==> src/rtl/fault_pkg.sv <==
// Constants, types and register map shared by the fault response selector
// How it works
// (RULE1) Select bit picks register fields over strap
// (RULE2) Rail policy field bits 7:6, 11 equals 00
// (RULE3) Flag policy: set status bit, flag low
// (RULE4) Rail hiccup stops phases, restarts after 500ms
// (RULE5) Rail latch holds until enable toggled
// (RULE6) Flyback policy register layout, reset zero
// (RULE7) Flyback flag policy: status bit 4, flag
// (RULE8) Flyback hiccup: both stop, soft-start restart; code gives the soft-start pulse only while switching_en is high
// (RULE9) Flyback latch: chip enable toggle restarts
// (RULE10) Fault during restart wait restarts the timer
package fault_pkg;

    localparam int ADDR_W = 8;
    localparam int DATA_W = 8;

    // Register offsets
    localparam logic [7:0] RESPONSE_SELECT_ADDR = 8'hB0;
    localparam logic [7:0] RAIL_POLICY_ADDR = 8'hB3;
    localparam logic [7:0] FLYBACK_POLICY_ADDR = 8'hB4;
    localparam logic [7:0] FAULT_STATUS_ADDR = 8'hD3;
    localparam logic [7:0] STATUS_CLEAR_ADDR = 8'hE0;
    localparam logic [7:0] IRQ_ENABLE_ADDR = 8'hE1;
    localparam logic [7:0] LIVE_STATE_ADDR = 8'hE2;

    // Field positions
    localparam int SELECT_BIT = 7;
    localparam int RAIL_UV_LSB = 6;
    localparam int FET_SHORT_BIT = 7;
    localparam int AVG_OC_LSB = 4;
    localparam int FLYBACK_OC_LSB = 0;
    localparam int STAT_RAIL_UV_BIT = 1;
    localparam int STAT_FLYBACK_OC_BIT = 4;
    localparam logic [7:0] FLYBACK_POLICY_MASK = 8'hB3;
    localparam logic [7:0] STATUS_MASK = 8'h12;

    // Reset values
    localparam logic [7:0] RESPONSE_SELECT_RST = 8'h00;
    localparam logic [7:0] RAIL_POLICY_RST = 8'h00;
    localparam logic [7:0] FLYBACK_POLICY_RST = 8'h00;
    localparam logic [7:0] IRQ_ENABLE_RST = 8'h00;

    // Timing
    localparam int CLK_HZ = 50_000_000;
    localparam int HICCUP_MS = 500;
    localparam int HICCUP_CYCLES = (CLK_HZ / 1000) * HICCUP_MS;
    localparam int TIMER_W = 25;

    // Fault channels
    localparam int NUM_CH = 2;
    localparam int CH_RAIL = 0;
    localparam int CH_FLYBACK = 1;

    typedef enum logic [1:0] {
        POL_FLAG = 2'h0,
        POL_HICCUP = 2'h1,
        POL_LATCH = 2'h2,
        POL_FLAG_ALT = 2'h3
    } policy_t;

    // Gray order along run, hold, wait, latch; wait back to run flips both bits
    typedef enum logic [1:0] {
        ST_RUN = 2'h0,
        ST_HOLD = 2'h1,
        ST_WAIT = 2'h3,
        ST_LATCH = 2'h2
    } resp_state_t;

    typedef struct packed {
        logic rail_uv;
        logic flyback_oc;
        logic chip_en;
        logic switch_en;
        logic [1:0] mode;
    } pin_in_t;

    typedef struct packed {
        logic [ADDR_W-1:0] addr;
        logic [DATA_W-1:0] wdata;
        logic wr;
        logic rd;
    } reg_req_t;

endpackage

==> src/rtl/fault_response_selector.sv <==
// Fault response selection for rail undervoltage and flyback overcurrent
//
// The plain strobed port was chosen for this implementation.
`timescale 1ns/1ps
module fault_response_selector
    import fault_pkg::*;
#(
    parameter int RESTART_CYCLES = HICCUP_CYCLES
) (
    input wire logic clk,
    input wire logic rst_b,
    input wire logic [ADDR_W-1:0] reg_addr,
    input wire logic [DATA_W-1:0] reg_wdata,
    input wire logic reg_wr,
    input wire logic reg_rd,
    output logic [DATA_W-1:0] reg_rdata,
    input wire logic housekeeping_rail_uv,
    input wire logic flyback_fet_oc,
    input wire logic chip_en,
    input wire logic switching_en,
    input wire logic [1:0] mode_strap,
    output logic fault_flag_n,
    output logic phase_drive_outputs_en,
    output logic flyback_drive_en,
    output logic soft_start_pulse,
    output logic irq
);

    // Reset release

    logic rst_meta;
    logic rst_n;

    always_ff @(posedge clk or negedge rst_b) begin
        if (!rst_b) begin
            rst_meta <= 1'b0;
            rst_n <= 1'b0;
        end else begin
            rst_meta <= 1'b1;
            rst_n <= rst_meta;
        end
    end

    // Pin inputs

    pin_in_t pins_raw;
    pin_in_t pins;

    assign pins_raw.rail_uv = housekeeping_rail_uv;
    assign pins_raw.flyback_oc = flyback_fet_oc;
    assign pins_raw.chip_en = chip_en;
    assign pins_raw.switch_en = switching_en;
    assign pins_raw.mode = mode_strap;

    pin_sync #(
        .WIDTH($bits(pin_in_t))
    ) u_pin_sync (
        .clk(clk),
        .rst_n(rst_n),
        .async_in(pins_raw),
        .sync_out(pins)
    );

    // Enable toggles release a latched channel; either edge counts
    logic chip_en_d;
    logic switch_en_d;

    always_ff @(posedge clk or negedge rst_n) begin
        if (!rst_n) begin
            chip_en_d <= 1'b0;
            switch_en_d <= 1'b0;
        end else begin
            chip_en_d <= pins.chip_en;
            switch_en_d <= pins.switch_en;
        end
    end

    wire chip_toggle = pins.chip_en ^ chip_en_d;
    wire switch_toggle = pins.switch_en ^ switch_en_d;

    // Register port

    reg_req_t req;

    assign req.addr = reg_addr;
    assign req.wdata = reg_wdata;
    assign req.wr = reg_wr;
    assign req.rd = reg_rd;

    logic [DATA_W-1:0] response_select;
    logic [DATA_W-1:0] rail_fault_policy;
    logic [DATA_W-1:0] flyback_current_fault_policy;
    logic [DATA_W-1:0] fault_status;
    logic [DATA_W-1:0] irq_enable;

    wire hit_select = (req.addr == RESPONSE_SELECT_ADDR);
    wire hit_rail = (req.addr == RAIL_POLICY_ADDR);
    wire hit_flyback = (req.addr == FLYBACK_POLICY_ADDR);
    wire hit_status = (req.addr == FAULT_STATUS_ADDR);
    wire hit_clear = (req.addr == STATUS_CLEAR_ADDR);
    wire hit_irq_en = (req.addr == IRQ_ENABLE_ADDR);
    wire hit_live = (req.addr == LIVE_STATE_ADDR);

    wire wr_select = req.wr && hit_select;
    wire wr_rail = req.wr && hit_rail;
    wire wr_flyback = req.wr && hit_flyback;
    wire wr_clear = req.wr && hit_clear;
    wire wr_irq_en = req.wr && hit_irq_en;

    always_ff @(posedge clk or negedge rst_n) begin
        if (!rst_n) begin
            response_select <= RESPONSE_SELECT_RST;
            rail_fault_policy <= RAIL_POLICY_RST; // RULE2
            flyback_current_fault_policy <= FLYBACK_POLICY_RST; // RULE6
            irq_enable <= IRQ_ENABLE_RST;
        end else begin
            if (wr_select) begin
                response_select <= req.wdata;
            end
            if (wr_rail) begin
                rail_fault_policy <= req.wdata;
            end
            if (wr_flyback) begin
                // Reserved bits 6 and 3:2 are not stored
                flyback_current_fault_policy <= req.wdata & FLYBACK_POLICY_MASK; // RULE6
            end
            if (wr_irq_en) begin
                irq_enable <= req.wdata & STATUS_MASK;
            end
        end
    end

    // Policy selection

    wire use_fields = response_select[SELECT_BIT];
    wire [1:0] rail_field = rail_fault_policy[RAIL_UV_LSB +: 2];
    wire [1:0] flyback_field = flyback_current_fault_policy[FLYBACK_OC_LSB +: 2];

    // Strap is read continuously, so a strap change acts like a field write
    wire [1:0] rail_code = use_fields ? rail_field : pins.mode; // RULE1
    wire [1:0] flyback_code = use_fields ? flyback_field : pins.mode; // RULE1

    policy_t policy [NUM_CH];

    assign policy[CH_RAIL] = policy_t'(rail_code); // RULE2
    assign policy[CH_FLYBACK] = policy_t'(flyback_code);

    // Per-channel fault inputs and release conditions

    logic [NUM_CH-1:0] fault_now;
    logic [NUM_CH-1:0] release_req;

    assign fault_now[CH_RAIL] = pins.rail_uv;
    assign fault_now[CH_FLYBACK] = pins.flyback_oc;
    assign release_req[CH_RAIL] = chip_toggle || switch_toggle; // RULE5
    // Flyback latch clears only on chip enable toggle
    assign release_req[CH_FLYBACK] = chip_toggle; // RULE9

    // Per-channel response machines

    resp_state_t state [NUM_CH];
    logic [NUM_CH-1:0] stopped;
    logic [NUM_CH-1:0] restarted;

    genvar ch;
    generate
        for (ch = 0; ch < NUM_CH; ch++) begin : g_ch
            resp_state_t next_state;
            logic timer_done;
            wire is_hiccup = (policy[ch] == POL_HICCUP);
            wire is_latch = (policy[ch] == POL_LATCH);

            // Timer runs only while waiting with the fault removed
            hiccup_timer #(
                .CYCLES(RESTART_CYCLES)
            ) u_timer (
                .clk(clk),
                .rst_n(rst_n),
                .run(state[ch] == ST_WAIT && !fault_now[ch]),
                .done(timer_done)
            );

            always_comb begin
                next_state = state[ch];
                unique case (state[ch])
                    ST_RUN: begin
                        if (fault_now[ch] && is_hiccup) begin
                            next_state = ST_HOLD; // RULE4
                        end else if (fault_now[ch] && is_latch) begin
                            next_state = ST_LATCH; // RULE5
                        end
                    end
                    ST_HOLD: begin
                        if (!fault_now[ch]) begin
                            next_state = ST_WAIT;
                        end
                    end
                    ST_WAIT: begin
                        if (fault_now[ch]) begin
                            next_state = ST_HOLD; // RULE10
                        end else if (timer_done) begin
                            next_state = ST_RUN; // RULE4
                        end
                    end
                    ST_LATCH: begin
                        // A toggle seen while the fault persists is ignored
                        if (release_req[ch] && !fault_now[ch]) begin
                            next_state = ST_RUN;
                        end
                    end
                endcase
            end

            always_ff @(posedge clk or negedge rst_n) begin
                if (!rst_n) begin
                    state[ch] <= ST_RUN;
                end else begin
                    state[ch] <= next_state;
                end
            end

            assign stopped[ch] = (state[ch] != ST_RUN);
            assign restarted[ch] = (state[ch] == ST_WAIT) && (next_state == ST_RUN);
        end
    endgenerate

    // Status, clear and interrupt

    logic [DATA_W-1:0] status_set;
    logic [DATA_W-1:0] status_clr;

    always_comb begin
        status_set = '0;
        status_set[STAT_RAIL_UV_BIT] = fault_now[CH_RAIL]; // RULE3
        status_set[STAT_FLYBACK_OC_BIT] = fault_now[CH_FLYBACK]; // RULE7
    end

    assign status_clr = wr_clear ? (req.wdata & STATUS_MASK) : '0;

    // A fault in the clearing cycle keeps its bit set
    always_ff @(posedge clk or negedge rst_n) begin
        if (!rst_n) begin
            fault_status <= '0;
        end else begin
            fault_status <= (fault_status & ~status_clr) | status_set; // RULE3 RULE7
        end
    end

    // Switching control

    wire phase_stop = stopped[CH_RAIL] || stopped[CH_FLYBACK]; // RULE4 RULE8
    wire flyback_stop = stopped[CH_FLYBACK]; // RULE8 RULE9
    wire next_flyback_en = pins.chip_en && !flyback_stop;
    // Phases also wait for the outside enable after a flyback restart
    wire next_phase_en = next_flyback_en && pins.switch_en && !phase_stop; // RULE9
    wire next_soft_start = restarted[CH_FLYBACK] && pins.switch_en; // RULE8

    always_ff @(posedge clk or negedge rst_n) begin
        if (!rst_n) begin
            fault_flag_n <= 1'b1;
            phase_drive_outputs_en <= 1'b0;
            flyback_drive_en <= 1'b0;
            soft_start_pulse <= 1'b0;
            irq <= 1'b0;
        end else begin
            fault_flag_n <= ~|fault_status; // RULE3 RULE7
            phase_drive_outputs_en <= next_phase_en;
            flyback_drive_en <= next_flyback_en;
            soft_start_pulse <= next_soft_start; // RULE8
            irq <= |(fault_status & irq_enable);
        end
    end

    // Read path

    logic [DATA_W-1:0] live_state;

    assign live_state = {2'h0, state[CH_FLYBACK], state[CH_RAIL], fault_now};

    logic [DATA_W-1:0] read_mux;

    always_comb begin
        read_mux = '0;
        if (hit_select) begin
            read_mux = response_select;
        end else if (hit_rail) begin
            read_mux = rail_fault_policy;
        end else if (hit_flyback) begin
            read_mux = flyback_current_fault_policy;
        end else if (hit_status) begin
            read_mux = fault_status;
        end else if (hit_irq_en) begin
            read_mux = irq_enable;
        end else if (hit_live) begin
            read_mux = live_state;
        end
    end

    // Clear register is write-only and reads as zero
    always_ff @(posedge clk or negedge rst_n) begin
        if (!rst_n) begin
            reg_rdata <= '0;
        end else if (req.rd) begin
            reg_rdata <= read_mux;
        end else begin
            reg_rdata <= '0;
        end
    end

endmodule // fault_response_selector

==> src/rtl/hiccup_timer.sv <==
// Restart delay counter for one hiccup channel
`timescale 1ns/1ps
module hiccup_timer
    import fault_pkg::*;
#(
    parameter int CYCLES = HICCUP_CYCLES
) (
    input wire logic clk,
    input wire logic rst_n,
    input wire logic run,
    output logic done
);
    localparam logic [TIMER_W-1:0] LAST = TIMER_W'(CYCLES - 1);
    logic [TIMER_W-1:0] count;
    wire at_end = (count == LAST);

    // Dropping run clears the count, so a new fault restarts from zero
    always_ff @(posedge clk or negedge rst_n) begin
        if (!rst_n) begin
            count <= '0;
        end else if (!run || at_end) begin
            count <= '0; // RULE10
        end else begin
            count <= count + 1'b1;
        end
    end

    assign done = run && at_end; // RULE4
endmodule // hiccup_timer

==> src/rtl/pin_sync.sv <==
// Two flip-flop synchroniser for asynchronous pin levels
`timescale 1ns/1ps
module pin_sync #(
    parameter int WIDTH = 1
) (
    input wire logic clk,
    input wire logic rst_n,
    input wire logic [WIDTH-1:0] async_in,
    output logic [WIDTH-1:0] sync_out
);
    logic [WIDTH-1:0] meta;

    always_ff @(posedge clk or negedge rst_n) begin
        if (!rst_n) begin
            meta <= '0;
            sync_out <= '0;
        end else begin
            meta <= async_in;
            sync_out <= meta;
        end
    end
endmodule // pin_sync

==> config.mk <==
export PLATFORM = sky130hd
export DESIGN_NAME = fault_response_selector
export DESIGN_NICKNAME = d
export VERILOG_FILES = /design/src/rtl/fault_pkg.sv /design/src/rtl/fault_response_selector.sv /design/src/rtl/hiccup_timer.sv /design/src/rtl/pin_sync.sv
export SDC_FILE = /design/constraint.sdc
export NUM_CORES = 1
export LEC_CHECK = 0
export BUFFER_PORTS_ARGS = -buffer_cell sky130_fd_sc_hd__buf_2
export CORE_MARGIN = 2
export CORE_UTILIZATION = 25
export CTS_BUF_LIST = sky130_fd_sc_hd__clkbuf_4 sky130_fd_sc_hd__clkbuf_8
export DETAILED_ROUTE_END_ITERATION = 8
export REMOVE_ABC_BUFFERS = 1
export SYNTH_ARGS = -nofsm -noshare
export SYNTH_HDL_FRONTEND = slang
export SYNTH_HIERARCHICAL = 1
export SYNTH_SLANG_ARGS = --single-unit
export TNS_END_PERCENT = 1
==> constraint.sdc <==
create_clock -name clk -period 3.6 [get_ports clk]
set_input_delay 0.36 -clock clk [delete_from_list [all_inputs] [get_ports clk]]
set_output_delay 0.36 -clock clk [all_outputs]
set_load 0.01 [all_outputs]
==> key figures <==
Place
  – IO buf count: 38
  – Dpl hpwl: between 7000 and 8000 um
  – Dpl cells: between 700 and 800
  – Routability cong.: roughly 0.74

Yosys
  – Seq/Total Area, Yosys: 53.4%
  – Synth Register Bits: 108
  – Synth warn: 6
  – Ys async rst share: between 90% and 100%
  – Netlist cell types: 52
  – Fraction of the mapped netlist area in compound gates: around a tenth
  – Largest area contributor in the synthesized netlist: dfrtp_1
  – Post-synthesis mux area share: 5.31%
  – Post-synth EDFFs: 0
  – Mapped Area: between 5000 and 6000 sq um
  – Top cells by count, synth: dfrtp_1, nor2_1, nand2_1
  – Most frequent cell after synthesis: dfrtp_1
  – Adder-Cell Fraction of Synth Area: less than 1%
  – Most used DFF post-synth: dfrtp_1
  – Largest family of logic cells by synthesized area: simple AND/OR/NAND/NOR gates
  – Top cell type's share of synthesized area: about 53%
  – Post-Synthesis Cells: 477
  – Synth top area cells: dfrtp_1, mux2_2, nor2_1
  – XOR/XNOR Fraction of Synth Area: under 10%
  – Mean post-synth cell area: 10.6 sq um
  – Post-synthesis simple-gate area fraction: roughly a quarter

Timing
  – Tmin final: about 2.4 ns
  – RSZ-0062 raised after global routing: false
  – Slew headroom: a little over two fifths
  – Final setup fails: 0
  – Hold slack: slightly below 0.09 ns
  – Setup TNS: 0 ns
  – Crit share post-route: 66.1%
  – Fin. Hold Viols: 0
  – Final Max Slew Viols: 0
  – Worst-Margin Slew: between 0.8 and 0.9 ns
  – Fmax: about 0.42 GHz
  – Setup Skew: 0.0101 ns

Pwr
  – P_leak: around 2.3 nW
  – Peak supply drop: roughly 0.00019 V
  – PwrDens: 383 nW/um^2

GRT
  – GRT Total Usage: between 10 and 15%
  – Overflow after GRT: 0
  – First-pass GRT wire length: ~18000 um
  – Vias in the first global route: approximately 3500
  – Initial antenna violation count: 2
  – Largest net degree at the start of global routing: 64

Setup path
  – Worst Setup EP: g_ch[1].u_timer/count[10]
  – Critical path class: flop to flop
  – RR Endpoint: g_ch[1].u_timer/count[10]
  – CP Max Fanout: 24
  – Setup crit start kind: flop
  – Critical Path Source: g_ch[1].u_timer/count[17]
  – R2r worst-path depth: 4
  – CP Capture Type: flop
  – R2R setup slack: around 1.2 ns
  – CP arrival: roughly 2.6 ns
  – RR Startpoint: g_ch[1].u_timer/count[17]
  – CP Data Required Time: 3.83 ns

Final layout
  – Area Growth Syn to Fin: 13.9%
  – Layout net count: approximately 540
  – Post-Layout Cell Count: just under 800
  – FF/Latch Area: 2710 sq um
  – Share of layout cells above drive strength 1: 18.8%
  – Fill count: roughly 2100
  – Area of the multi-input gates: roughly 2200 sq um

Die
  – Core box area: 20000 sq um
  – # rows: 52
  – Die width: about 150 um
  – Starting Density: between 20% and 30%
  – Io pins: 39
  – Die H: about 150 um
  – Full die area: between 20000 and 25000 sq um

Run status
  – Status: completed

Run
  – Max Cap Violations: 0

Clock network
  – Clock Pin Slew Worst Setup and Hold Paths: 0.10 ns
  – Clk sink count: 108
  – CTS tree: yes
  – Skew-Pair Late Insertion Delay: about 0.37 ns
  – Post-CTS resize count: 0
  – H-tree Lvls: 3
  – Clock Path Buffers: 2
  – CTS buffer count: 9
  – Root Driver: clkbuf_8

Drt
  – Initial drt markers: roughly 250
  – Detailed-route via count: 3634
  – Avg WL per Cell: ~13 um
  – Final ANT Viol Nets: 0
  – DRC Markers: 0
  – Via/cell ratio: 4.59
  – DRT Pass-1 Iters: 4
  – Total Wirelength: about 10000 um

Min path
  – Hold Path Class: input pin to flop
  – Hold Path Depth: 1
flip-flops by register name, summed over array words and instances (netlist names), 2 cells and up:
register / count
g_ch.u_timer/count: 50
reg_rdata: 8
irq_enable: 2
u_pin_sync/sync_out: 6
fault_status: 2
rail_fault_policy: 8
flyback_current_fault_policy: 5
live_state: 4
u_pin_sync/meta: 6
response_select: 8
worst max-delay path, stage by stage, from the launching register on:
cell     delay [ns]
dfrtp_1        0.41
or4b_2         0.66
nor3_1         0.25
a41o_1         0.79
nor2_1         0.12
kinds of logic (layout without fill, tap and decap cells):
| logic type | after synthesis | in the layout |
|---|---|---|
| simple gates | 212 | 212 |
| flops | 108 | 108 |
| compound gates | 82 | 82 |
| xor+xnor | 26 | 26 |
| mux | 24 | 24 |
| buf+inv | 22 | 66 |
| fa+ha+maj | 2 | 2 |
| other cells | 1 | 2 |
cells in the final DEF, fill, tap and decap left out, types with 2 or more instances in the layout:
master / instances
dfrtp_1: 106
nor2_1: 49
nand2_1: 47
buf_2: 38
mux2_2: 23
a21oi_1: 22
nand3_1: 20
o21ai_0: 17
xnor2_1: 16
o31ai_1: 14
or4_1: 14
and3_1: 13
nand4_1: 10
or3_1: 10
xor2_1: 10
nor3_1: 9
inv_1: 9
clkbuf_8: 9
a22oi_1: 8
and2_1: 6
and4_1: 6
nor4_1: 6
nor2b_1: 4
nand3_2: 4
a21o_1: 3
a221oi_1: 2
and4b_1: 2
o311a_1: 2
o31a_1: 2
o22ai_1: 2
clkbuf_4: 2
bufinv_16: 2
nand4_2: 2
or4_4: 2
or4b_2: 2
a41o_1: 2
a21oi_2: 2
ha_1: 2
buf_4: 2
cell type report:
cell class | instances | area share, %
Tap cell | 270 | 5.86
Sequential cell | 108 | 47.0
Inverter | 9 | 0.586
Clock buffer | 11 | 2.41
Clock inverter | 5 | 1.48
Multi-Input combinational cell | 347 | 38.9
Antenna cell | 1 | 0.0434
Timing Repair Buffer | 41 | 3.73
power by group:
part | switching [mW] | total [mW] | internal (mW)
registers | 0.0358 | 1.28 | 1.24
logic | 0.0612 | 0.104 | 0.0430
clock network | 0.414 | 0.827 | 0.413
total | 0.511 | 2.21 | 1.70
worst min path at each step:
stage	endpoint	startpoint
floorplan	rst_meta	rst_b
global placement	rst_meta	rst_b
detailed placement	rst_meta	rst_b
CTS	u_pin_sync/meta[4]	flyback_fet_oc
global route	u_pin_sync/meta[4]	flyback_fet_oc
finish	u_pin_sync/meta[4]	flyback_fet_oc
repair_timing:
action | in CTS | in global routing
setup buffers | 0 | 0
hold buffers | 1 | 0
endpoints found under the hold margin | 2 | 0
stage by stage:
| stage | util (%) | setup WS, ns | cell area [sq um] | power (mW) |
|---|---|---|---|---|
| floorplan | - | 0.370 | 4980 | 1.35 |
| global placement | 27.6 | 1.26 | 5530 | 1.41 |
| detailed placement | 27.6 | 1.20 | 5530 | 1.41 |
| CTS | 28.8 | 1.18 | 5760 | 2.25 |
| global route | 28.8 | 1.04 | 5760 | 2.31 |
| finish | 28.8 | 1.22 | 5770 | 2.21 |
routing by layer:
| layer | part of all wire (%) | global-route usage (%) |
|---|---|---|
| met2 | 45 | 15.6 |
| met4 | 1.1 | 2.77 |
| met3 | 3.3 | 2.56 |
| met1 | 51 | 14.2 |
| met5 | 0.13 | 0 |
No activity file was read; power rests on OpenSTA's default activity.
